===== config.mk =====
export PLATFORM = sky130hd
export DESIGN_NAME = uart_flags_baud
export DESIGN_NICKNAME = d
export VERILOG_FILES = /design/src/verilog/uart_flags_pkg.sv /design/src/verilog/uart_flags_baud.sv
export SDC_FILE = /design/constraint.sdc
export NUM_CORES = 1
export LEC_CHECK = 0
export BUFFER_PORTS_ARGS = -buffer_cell sky130_fd_sc_hd__buf_2
export CAP_MARGIN = 10
export CORE_MARGIN = 2
export CORE_UTILIZATION = 40
export DETAILED_ROUTE_END_ITERATION = 7
export PLACE_DENSITY = 0.6
export SLEW_MARGIN = 20
export SYNTH_ARGS = -nofsm -noshare
export SYNTH_HDL_FRONTEND = slang
export SYNTH_SLANG_ARGS = --single-unit

===== constraint.sdc =====
create_clock -name clk_i -period 6.4 [get_ports clk_i]
set_clock_uncertainty 0.05 [all_clocks]
set_input_delay 0.32 -clock clk_i [delete_from_list [all_inputs] [get_ports clk_i]]
set_output_delay 0.32 -clock clk_i [all_outputs]
set_load 0.1 [all_outputs]

===== src/verilog/uart_flags_pkg.sv =====
// constants for the serial port flag, divisor and sir clock block
package uart_flags_pkg;
   // register byte offsets
   localparam logic [11:0] OFS_DATA_PORT   = 12'h000;
   localparam logic [11:0] OFS_FIFO_FLAGS  = 12'h018;
   localparam logic [11:0] OFS_IRDA_LP_DIV = 12'h020;
   localparam logic [11:0] OFS_BAUD_INT    = 12'h024;
   localparam logic [11:0] OFS_BAUD_BAUD_VALUE_A   = 12'h028;
   localparam logic [11:0] OFS_LINE_CTRL   = 12'h02c;
   localparam logic [11:0] OFS_IRQ_STATUS  = 12'h040;
   localparam logic [11:0] OFS_IRQ_MASK    = 12'h044;

   // flag register field positions
   localparam int TX_EMPTY_BIT = 7;
   localparam int RX_FULL_BIT  = 6;
   localparam int TX_FULL_BIT  = 5;
   localparam int RX_EMPTY_BIT = 4;
   localparam int BUSY_BIT     = 3;

   // line control field position
   localparam int BUFFER_MODE_BIT = 4;

   // interrupt status field positions
   localparam int IRQ_TX_DRAINED_BIT = 0;
   localparam int IRQ_RX_DATA_BIT    = 1;
   localparam int IRQ_RX_OVERRUN_BIT = 2;
   localparam int IRQ_BITS           = 3;

   // field widths
   localparam int LP_DIV_W    = 8;
   localparam int BAUD_INT_W  = 16;
   localparam int BAUD_BAUD_VALUE_A_W = 6;

   // reset values
   localparam logic [LP_DIV_W-1:0]    LP_DIV_RESET    = 8'h00;
   localparam logic [BAUD_INT_W-1:0]  BAUD_INT_RESET  = 16'h0000;
   localparam logic [BAUD_BAUD_VALUE_A_W-1:0] BAUD_BAUD_VALUE_A_RESET = 6'h00;
   localparam logic                   BUF_MODE_RESET  = 1'b0;
   localparam logic [IRQ_BITS-1:0]    IRQ_MASK_RESET  = 3'h0;

   // timing counts
   localparam int BAUD_VALUE_A_STEPS      = 64;  // fractional steps per divisor unit
   localparam int SIR_PULSE_TICKS = 3;   // low power pulse length in sir periods
   localparam int RX_ACCEPT_CYC   = 2;   // high cycles a valid ir pulse must exceed

   // sir pulse generator states
   typedef enum logic [2:0] {
      SIR_IDLE  = 3'b001,
      SIR_ARM   = 3'b010,
      SIR_PULSE = 3'b100
   } sir_state_e;
endpackage


===== src/verilog/uart_flags_baud.sv =====
// serial port fifo flags, baud and sir clock generation with wishbone registers
// Notes on behaviour
// - reset clears full, sets empties; busy then follows the shifter idle input
// - bit 7 shows transmit buffer empty
// - bit 6 shows receive buffer full
// - bit 5 shows transmit buffer full
// - bit 4 shows receive buffer empty
// - busy rises once transmit buffer non-empty
// - busy holds until shifter sends stop bits
// - zero low power divisor gives no ticks
// - sir clock is reference over divisor plus one
// - low power pulse lasts three sir periods
// - ir receiver rejects short noise pulses
// - integer divisor is 16 bits, resets zero
// - tick rate is reference over int+baud_value_a/64
// - fraction spread over 64 step cycle
// - buffer mode bit selects fifo or holding
// - data port write pushes transmit character
//
// Design decision made here: the Wishbone register port.
`timescale 1ns/1ps
`default_nettype none
module uart_flags_baud
   import uart_flags_pkg::*;
#(
   parameter int DEPTH   = 16,
   parameter int TX_W    = 8,
   parameter int RX_W    = 12
) (
   input  wire logic            clk_i,
   input  wire logic            rst_i,
   input  wire logic            ce_i,
   input  wire logic            cyc_i,
   input  wire logic            stb_i,
   input  wire logic            we_i,
   input  wire logic [11:0]     adr_i,
   input  wire logic [3:0]      sel_i,
   input  wire logic [31:0]     dat_i,
   output logic      [31:0]     dat_o,
   output logic                 ack_o,
   output logic                 irq_o,
   output logic [TX_W-1:0]      tx_data_o,
   output logic                 tx_valid_o,
   input  wire logic            tx_pop_i,
   input  wire logic            tx_shift_idle_i,
   input  wire logic [RX_W-1:0] rx_data_i,
   input  wire logic            rx_push_i,
   output logic                 buffer_mode_o,
   output logic                 baud16_tick_o,
   output logic                 sir_low_power_tick_o,
   input  wire logic            sir_tx_start_i,
   output logic                 sir_pulse_o,
   input  wire logic            ir_rx_i,
   output logic                 ir_rx_valid_o
);
   localparam int AW = $clog2(DEPTH);
   localparam int CW = $clog2(DEPTH + 1);
   localparam int DW = BAUD_INT_W + BAUD_BAUD_VALUE_A_W;

   // refuse depths the pointer wrap cannot serve
   if (DEPTH < 2 || (DEPTH & (DEPTH - 1)) != 0 || TX_W > 32 || RX_W > 32) begin : g_chk
      $error("uart_flags_baud: DEPTH must be a power of two >= 2, widths <= 32");
   end

   // pointer advance with wrap
   function automatic logic [AW-1:0] ptr_next(input logic [AW-1:0] p);
      ptr_next = p + 1'b1;
   endfunction

   // byte lane merge for register writes
   function automatic logic [31:0] lane_merge(input logic [31:0] old_v,
                                              input logic [31:0] new_v,
                                              input logic [3:0]  sel);
      for (int b = 0; b < 4; b++) begin
         lane_merge[b*8 +: 8] = sel[b] ? new_v[b*8 +: 8] : old_v[b*8 +: 8];
      end
   endfunction

   logic                   ack_q;
   logic [31:0]            dat_q;
   logic [LP_DIV_W-1:0]    lp_div_q;
   logic [BAUD_INT_W-1:0]  baud_int_q;
   logic [BAUD_BAUD_VALUE_A_W-1:0] baud_baud_value_a_q;
   logic                   buf_mode_q;
   logic [IRQ_BITS-1:0]    irq_stat_q;
   logic [IRQ_BITS-1:0]    irq_mask_q;
   logic [IRQ_BITS-1:0]    irq_set;
   logic [IRQ_BITS-1:0]    irq_clr;
   logic [TX_W-1:0]        tx_mem [DEPTH];
   logic [RX_W-1:0]        rx_mem [DEPTH];
   logic [AW-1:0]          tx_wr_q;
   logic [AW-1:0]          tx_rd_q;
   logic [AW-1:0]          rx_wr_q;
   logic [AW-1:0]          rx_rd_q;
   logic [CW-1:0]          tx_cnt_q;
   logic [CW-1:0]          rx_cnt_q;
   logic [CW-1:0]          cap;
   logic                   tx_empty;
   logic                   tx_full;
   logic                   rx_empty;
   logic                   rx_full;
   logic                   busy;
   logic [31:0]            flags;
   logic                   req;
   logic                   acc;
   logic [11:0]            ofs;
   logic                   tx_push;
   logic                   tx_pop;
   logic                   rx_push;
   logic                   rx_pop;
   logic                   rx_overrun;
   logic [31:0]            rd_val;
   logic [DW:0]            baud_acc_q;
   logic [DW:0]            baud_sum;
   logic [DW-1:0]          baud_div;
   logic                   baud_tick_q;
   logic [LP_DIV_W-1:0]    lp_cnt_q;
   logic                   lp_tick_q;
   sir_state_e             sir_state_q;
   logic [1:0]             sir_ticks_q;
   logic [1:0]             ir_hi_q;
   logic                   ir_valid_q;

   // bus decode: request taken with ack low, actions at the edge master sees ack
   assign ofs  = {adr_i[11:2], 2'b00};
   assign req  = cyc_i && stb_i && !ack_q;
   assign acc  = cyc_i && stb_i && ack_q;
   assign ack_o = ack_q;
   assign dat_o = dat_q;

   // buffer capacity follows buffer mode: full depth or one holding entry
   assign cap      = buf_mode_q ? CW'(DEPTH) : CW'(1);
   assign tx_empty = (tx_cnt_q == '0);
   assign tx_full  = (tx_cnt_q >= cap);
   assign rx_empty = (rx_cnt_q == '0);
   assign rx_full  = (rx_cnt_q >= cap);
   assign busy     = !tx_empty || !tx_shift_idle_i;

   // flag word, reserved bits zero
   always_comb begin
      flags               = 32'h0000_0000;
      flags[TX_EMPTY_BIT] = tx_empty;
      flags[RX_FULL_BIT]  = rx_full;
      flags[TX_FULL_BIT]  = tx_full;
      flags[RX_EMPTY_BIT] = rx_empty;
      flags[BUSY_BIT]     = busy;
   end

   // fifo traffic
   assign tx_push    = ce_i && acc && we_i && ofs == OFS_DATA_PORT && sel_i[0] && !tx_full;
   assign tx_pop     = ce_i && tx_pop_i && !tx_empty;
   assign rx_pop     = ce_i && acc && !we_i && ofs == OFS_DATA_PORT && !rx_empty;
   assign rx_push    = ce_i && rx_push_i && (!rx_full || rx_pop);
   assign rx_overrun = ce_i && rx_push_i && rx_full && !rx_pop;
   assign tx_valid_o = !tx_empty;
   assign tx_data_o  = tx_mem[tx_rd_q];
   assign buffer_mode_o = buf_mode_q;

   // read mux; flag read only samples state
   always_comb begin
      rd_val = 32'h0000_0000;
      case (ofs)
         OFS_DATA_PORT:   rd_val[RX_W-1:0] = rx_mem[rx_rd_q];
         OFS_FIFO_FLAGS:  rd_val = flags;
         OFS_IRDA_LP_DIV: rd_val[LP_DIV_W-1:0] = lp_div_q;
         OFS_BAUD_INT:    rd_val[BAUD_INT_W-1:0] = baud_int_q;
         OFS_BAUD_BAUD_VALUE_A:   rd_val[BAUD_BAUD_VALUE_A_W-1:0] = baud_baud_value_a_q;
         OFS_LINE_CTRL:   rd_val[BUFFER_MODE_BIT] = buf_mode_q;
         OFS_IRQ_STATUS:  rd_val[IRQ_BITS-1:0] = irq_stat_q;
         OFS_IRQ_MASK:    rd_val[IRQ_BITS-1:0] = irq_mask_q;
         default:         rd_val = 32'h0000_0000;
      endcase
   end

   // bus handshake and read data capture
   always_ff @(posedge clk_i) begin
      if (rst_i) begin
         ack_q <= 1'b0;
         dat_q <= 32'h0000_0000;
      end else if (ce_i) begin
         ack_q <= req;
         if (req && !we_i) begin
            dat_q <= rd_val;
         end
      end
   end

   // software registers
   always_ff @(posedge clk_i) begin
      if (rst_i) begin
         lp_div_q    <= LP_DIV_RESET;
         baud_int_q  <= BAUD_INT_RESET;
         baud_baud_value_a_q <= BAUD_BAUD_VALUE_A_RESET;
         buf_mode_q  <= BUF_MODE_RESET;
         irq_mask_q  <= IRQ_MASK_RESET;
      end else if (ce_i && acc && we_i) begin
         case (ofs)
            OFS_IRDA_LP_DIV: lp_div_q <= LP_DIV_W'(lane_merge(32'(lp_div_q), dat_i, sel_i));
            OFS_BAUD_INT:    baud_int_q <= BAUD_INT_W'(lane_merge(32'(baud_int_q), dat_i, sel_i));
            OFS_BAUD_BAUD_VALUE_A:   baud_baud_value_a_q <= BAUD_BAUD_VALUE_A_W'(lane_merge(32'(baud_baud_value_a_q), dat_i,
                                                                    sel_i));
            OFS_LINE_CTRL:   buf_mode_q <= sel_i[0] ? dat_i[BUFFER_MODE_BIT] : buf_mode_q;
            OFS_IRQ_MASK:    irq_mask_q <= sel_i[0] ? dat_i[IRQ_BITS-1:0] : irq_mask_q;
            default:         buf_mode_q <= buf_mode_q;
         endcase
      end
   end

   // transmit buffer
   always_ff @(posedge clk_i) begin
      if (rst_i) begin
         tx_wr_q  <= '0;
         tx_rd_q  <= '0;
         tx_cnt_q <= '0;
      end else begin
         if (tx_push) begin
            tx_mem[tx_wr_q] <= dat_i[TX_W-1:0];
            tx_wr_q         <= ptr_next(tx_wr_q);
         end
         if (tx_pop) begin
            tx_rd_q <= ptr_next(tx_rd_q);
         end
         tx_cnt_q <= tx_cnt_q + CW'(tx_push) - CW'(tx_pop);
      end
   end

   // receive buffer; a push into a full buffer with no pop that cycle is dropped as overrun
   always_ff @(posedge clk_i) begin
      if (rst_i) begin
         rx_wr_q  <= '0;
         rx_rd_q  <= '0;
         rx_cnt_q <= '0;
      end else begin
         if (rx_push) begin
            rx_mem[rx_wr_q] <= rx_data_i;
            rx_wr_q         <= ptr_next(rx_wr_q);
         end
         if (rx_pop) begin
            rx_rd_q <= ptr_next(rx_rd_q);
         end
         rx_cnt_q <= rx_cnt_q + CW'(rx_push) - CW'(rx_pop);
      end
   end

   // sticky event bits; a read clears only the bits it returned, a new set wins
   always_comb begin
      irq_set                     = '0;
      irq_set[IRQ_TX_DRAINED_BIT] = tx_pop && tx_cnt_q == CW'(1) && !tx_push;
      irq_set[IRQ_RX_DATA_BIT]    = rx_push;
      irq_set[IRQ_RX_OVERRUN_BIT] = rx_overrun;
      irq_clr                     = '0;
      if (acc && !we_i && ofs == OFS_IRQ_STATUS) begin
         irq_clr = dat_q[IRQ_BITS-1:0];
      end
   end
   // status register update
   always_ff @(posedge clk_i) begin
      if (rst_i) begin
         irq_stat_q <= '0;
      end else if (ce_i) begin
         irq_stat_q <= (irq_stat_q & ~irq_clr) | irq_set;
      end
   end
   assign irq_o = |(irq_stat_q & irq_mask_q);

   // fractional baud: add 64 per cycle, tick on reaching int*64+baud_value_a
   assign baud_div = {baud_int_q, baud_baud_value_a_q};
   assign baud_sum = baud_acc_q + (DW+1)'(BAUD_VALUE_A_STEPS);
   always_ff @(posedge clk_i) begin
      if (rst_i) begin
         baud_acc_q  <= '0;
         baud_tick_q <= 1'b0;
      end else if (ce_i) begin
         if (baud_div == '0) begin
            baud_acc_q  <= '0;
            baud_tick_q <= 1'b0;
         end else if (baud_sum >= {1'b0, baud_div}) begin
            baud_tick_q <= 1'b1;
            // a divisor written below the running sum restarts the phase: no tick burst
            if (baud_div < DW'(BAUD_VALUE_A_STEPS) || baud_acc_q >= {1'b0, baud_div}) begin
               baud_acc_q <= '0;
            end else begin
               baud_acc_q <= baud_sum - {1'b0, baud_div};
            end
         end else begin
            baud_tick_q <= 1'b0;
            baud_acc_q  <= baud_sum;
         end
      end
   end
   assign baud16_tick_o = baud_tick_q;

   // sir low power clock: one tick every divisor+1 reference cycles
   always_ff @(posedge clk_i) begin
      if (rst_i) begin
         lp_cnt_q  <= '0;
         lp_tick_q <= 1'b0;
      end else if (ce_i) begin
         if (lp_div_q == '0) begin
            lp_cnt_q  <= '0;
            lp_tick_q <= 1'b0;
         end else if (lp_cnt_q >= lp_div_q) begin
            lp_cnt_q  <= '0;
            lp_tick_q <= 1'b1;
         end else begin
            lp_cnt_q  <= lp_cnt_q + 1'b1;
            lp_tick_q <= 1'b0;
         end
      end
   end
   assign sir_low_power_tick_o = lp_tick_q;

   // low power pulse: aligned to a sir tick, three sir periods long
   always_ff @(posedge clk_i) begin
      if (rst_i) begin
         sir_state_q <= SIR_IDLE;
         sir_ticks_q <= '0;
      end else if (ce_i) begin
         case (sir_state_q)
            SIR_IDLE: begin
               if (sir_tx_start_i && lp_div_q != '0) begin
                  sir_state_q <= SIR_ARM;
               end
            end
            SIR_ARM: begin
               if (lp_tick_q) begin
                  sir_state_q <= SIR_PULSE;
                  sir_ticks_q <= '0;
               end
            end
            SIR_PULSE: begin
               if (lp_tick_q) begin
                  if (sir_ticks_q == 2'(SIR_PULSE_TICKS - 1)) begin
                     sir_state_q <= SIR_IDLE;
                  end else begin
                     sir_ticks_q <= sir_ticks_q + 1'b1;
                  end
               end
            end
            default: sir_state_q <= SIR_IDLE;
         endcase
      end
   end
   assign sir_pulse_o = (sir_state_q == SIR_PULSE);

   // ir receive filter: accept only pulses high for more than two cycles
   always_ff @(posedge clk_i) begin
      if (rst_i) begin
         ir_hi_q    <= '0;
         ir_valid_q <= 1'b0;
      end else if (ce_i) begin
         ir_hi_q    <= !ir_rx_i ? '0 : (ir_hi_q == 2'(RX_ACCEPT_CYC)) ? ir_hi_q : ir_hi_q + 1'b1;
         ir_valid_q <= ir_rx_i && ir_hi_q == 2'(RX_ACCEPT_CYC);
      end
   end
   assign ir_rx_valid_o = ir_valid_q;

   // checks
   a_flags_after_reset: assert property (@(posedge clk_i)
      $fell(rst_i) |-> (flags[TX_EMPTY_BIT] && flags[RX_EMPTY_BIT] && !flags[TX_FULL_BIT]
                        && !flags[RX_FULL_BIT]))
      else $error("flags wrong after reset");
   a_tx_empty_clears: assert property (@(posedge clk_i) disable iff (rst_i)
      (tx_push && tx_empty) |=> !flags[TX_EMPTY_BIT])
      else $error("tx empty flag stayed after push");
   a_rx_full_sets: assert property (@(posedge clk_i) disable iff (rst_i)
      (rx_push && !rx_pop && rx_cnt_q == cap - 1'b1 && !(acc && we_i)) |=> flags[RX_FULL_BIT])
      else $error("rx full flag missing");
   a_tx_full_char: assert property (@(posedge clk_i) disable iff (rst_i)
      (!buf_mode_q && tx_push && !tx_pop && !(acc && we_i && ofs == OFS_LINE_CTRL))
      |=> flags[TX_FULL_BIT])
      else $error("holding register full flag missing");
   a_rx_empty_sets: assert property (@(posedge clk_i) disable iff (rst_i)
      (rx_pop && !rx_push && rx_cnt_q == CW'(1)) |=> flags[RX_EMPTY_BIT])
      else $error("rx empty flag missing");
   a_busy_holds: assert property (@(posedge clk_i) disable iff (rst_i)
      (!tx_shift_idle_i || tx_push) |=> (flags[BUSY_BIT] || tx_shift_idle_i && tx_empty
                                         && !$past(tx_push)))
      else $error("busy dropped early");
   a_no_lp_ticks: assert property (@(posedge clk_i) disable iff (rst_i)
      (lp_div_q == '0)[*2] |-> !sir_low_power_tick_o)
      else $error("sir tick with zero divisor");
   a_ir_filter: assert property (@(posedge clk_i) disable iff (rst_i)
      $rose(ir_rx_valid_o) |-> ($past(ir_rx_i, 1) && $past(ir_rx_i, 2) && $past(ir_rx_i, 3)))
      else $error("short ir pulse accepted");
   a_baud_spacing: assert property (@(posedge clk_i) disable iff (rst_i)
      (ce_i && baud16_tick_o && baud_div >= DW'(2 * BAUD_VALUE_A_STEPS)) |=> !baud16_tick_o)
      else $error("baud ticks too close");
endmodule
`default_nettype wire


==> impl_metrics.json <==
{
  "run_status": "complete, no violations",
  "synth-seq-cells": 449,
  "fin_nets": 1742,
  "fill_cells": 4478,
  "fp.dieArea_mm2": 0.0534,
  "wl_per_cell_um": 20.9,
  "p_leak_nw": 7.89,
  "dp_hpwl_um": 31900,
  "pin_count": 119,
  "yosys-top-cells-count": "320 x edfxtp_1, 141 x nor2_1, 129 x dfxtp_1, 101 x mux4_2, 79 x ha_1",
  "clock-root-buffer": "clkbuf_16",
  "cp.arrival_ps": 5090,
  "slowest_stage": "nor2_1",
  "min_period_ps": 4630,
  "gp_congestion": 0.832,
  "htree_levels": 2,
  "ant_nets": 0,
  "end_kind": "flop",
  "die_w_um": 231,
  "cts_inserted_buffers": 48,
  "cap_violations": 0,
  "worstSkewPairLatency_ps": 600,
  "fin_crit_sh_pct": 72.3,
  "timing.hold.ws_ps": 39.6,
  "cts_resized": 0,
  "yosysSeqAreaShare_pct": 59.1,
  "portBuffers": 82,
  "setup-tns-final_ps": 0,
  "area.growth.synth_to_final_pct": 13.7,
  "initial_core_util_pct": 40.3,
  "async_flop_share_pct": 0,
  "worstMarginPinSlew_ps": 1090,
  "critPathKind": "flop to flop",
  "total_power_mw": 6.72,
  "grt_pass1_wl_um": 75500,
  "cp_max_fo": 13,
  "setup.worst_path.start_class": "flop",
  "setup_viol": 0,
  "fp.dieH_um": 231,
  "required_ps": 6860,
  "avgSynthCellArea_um2": 13.8,
  "grt.total_usage_pct": 18.5,
  "yosys.cell_count.top_type": "edfxtp_1",
  "antenna_found_initial": 4,
  "firstDrtPassIters": 5,
  "postSynthCellCount": 1495,
  "grt_pass1_vias": 12777,
  "clockBufferDepth": 3,
  "synth_top_area_share_pct": 46.6,
  "syn_area_mm2": 0.0206,
  "slowest_delay_ps": 840,
  "power_density_mw_per_mm2": 287,
  "rsz0062_at_grt": "false",
  "tritoncts": "done",
  "yosysTopAreaCell": "edfxtp_1",
  "synthFlopType": "edfxtp_1",
  "synth.distinct_cells": 86,
  "ir_worst_vdd_mv": 0.268,
  "fmax_mhz": 216,
  "slew_headroom_pct": 27.0,
  "drtIter0Drc": 695,
  "maxSlewViolCount": 0,
  "final_hold_viol_count": 0,
  "vias": 12600,
  "hold_path.class": "primary input to flop",
  "ys.warnings.count": 0,
  "cts.sinks": 449,
  "drcViolationCount": 0,
  "grt_start_max_net_pins": 59,
  "synthTopCellsByArea": "edfxtp_1 47%, dfxtp_1 13%, mux4_2 11%, ha_1 4.8%, nor2_1 2.6%",
  "path_clk_slew_ps": 60,
  "grt_overflow": 0,
  "layout-drive-gt1-share_pct": 20.0,
  "core_area_mm2": 0.0512,
  "synth_edf_count": 320,
  "path_cells": "ha_1 -> nand4_1 -> nor3_1 -> nand2_1 -> xnor2_1 -> ha_1 -> a21oi_1 -> o21ai_0 -> o21ai_0 -> nand4_1 -> nor2_1 -> a22oi_1 -> o21ai_1",
  "core.rowCount": 83,
  "routed_wl_um": 48300,
  "viasPerCell": 5.45
}
==> logic make-up (layout without fill, tap and decap cells) <==
logic type	count (synthesis)	count (layout)	synth area share, %
compound gates	215	215	7.48
xor+xnor	48	48	2.04
fa+ha+maj	82	82	5.08
buf+inv	154	273	3.42
flops	449	449	59.1
mux	140	140	12.9
other cells	1	17	0.0182
simple gates	406	406	9.96
==> worst paths after layout <==
check                      from             end  slack (ps)  depth (start not counted)
hold / removal     rx_data_i[6]   rx_mem[15][6]          40                          1
hold reg to reg       dat_o[14]       dat_o[14]         400                          2
setup reg to reg  baud_acc_q[6]  baud_acc_q[21]        1770                         13
setup / recovery  baud_acc_q[6]  baud_acc_q[21]        1770                         13
==> placed cells by master (no fill, tap or decap), types with 14 or more instances in the layout <==
master and count:
edfxtp_1 320, nor2_1 133, dfxtp_1 126, mux4_2 101, buf_2 81, ha_1 79
nand2_1 73, inv_1 69, a21oi_1 60, clkbuf_16 48, mux2i_1 39, nand3_1 38
o21ai_0 32, nor3_1 25, xnor2_1 25, xor2_1 23, nand4_1 21, buf_4 20
nand2b_1 16, conb_1 16, o211ai_1 15, a22oi_1 14, clkbuf_1 14
==> layout make-up <==
class | instances | area (um^2) | share of cell area, %
multi-input combinational | 907 | 7820 | 33.3
inverter | 71 | 267 | 1.14
clock inverter | 22 | 323 | 1.38
antenna | 1 | 2.50 | 0.0107
clock buffer | 68 | 1320 | 5.63
tap | 680 | 851 | 3.63
timing repair buffer | 112 | 676 | 2.88
sequential | 449 | 12200 | 52.0
==> critical path, delay by kind of cell (launching register included) <==
kind            cells  cell delay (ps)
compound gates      5             1020
xor+xnor            1              240
fa+ha+maj           2              670
flops               1              490
simple gates        5             2050
==> metrics by stage <==
stage / utilization (%) / worst slack (ps) / cells / cell area [um^2]
floorplan: - / 2570 / 1510 / 20700
global placement: 42.4 / 1950 / 2208 / 21700
detailed placement: 42.4 / 1890 / 2208 / 21700
CTS: 45.8 / 1840 / 2308 / 23400
global route: 45.8 / 1220 / 2309 / 23500
finish: 45.8 / 1770 / 2310 / 23500
==> timing repair <==
| item | CTS | global route |
|---|---|---|
| buffers inserted | 0 | 0 |
| endpoints found under the hold margin | 12 | 0 |
| endpoints found under the setup margin | 0 | 0 |
| hold buffers | 10 | 0 |
==> power by group <==
group	leakage, nW	switching, mW	internal, mW
clock network	0.803	1.18	1.70
logic	3.17	0.438	0.224
registers	3.92	0.0305	3.15
==> registers in the layout (all words and copies together) (netlist names), 2 cells and up, named ones only <==
register             count
baud_acc_q              23
baud_baud_value_a_q      6
baud_int_q              16
dat_o                   16
ir_hi_q                  2
irq_mask_q               3
irq_stat_q               3
lp_cnt_q                 8
lp_div_q                 8
rx_cnt_q                 5
rx_mem                 192
rx_rd_q                  4
rx_wr_q                  4
sir_state_q              3
sir_ticks_q              2
tx_cnt_q                 5
tx_mem                 128
tx_rd_q                  4
tx_wr_q                  4
==> metal layers <==
layer  GRT usage [%]  part of all wire, %  vias up
met5               0                0.095        -
met3            3.60                  4.9       69
met2            31.0                   49      258
met1            24.7                   44     6367
met4            4.42                  1.9        8
li1                -                    -     5898
No activity file was read; power rests on OpenSTA's default activity.
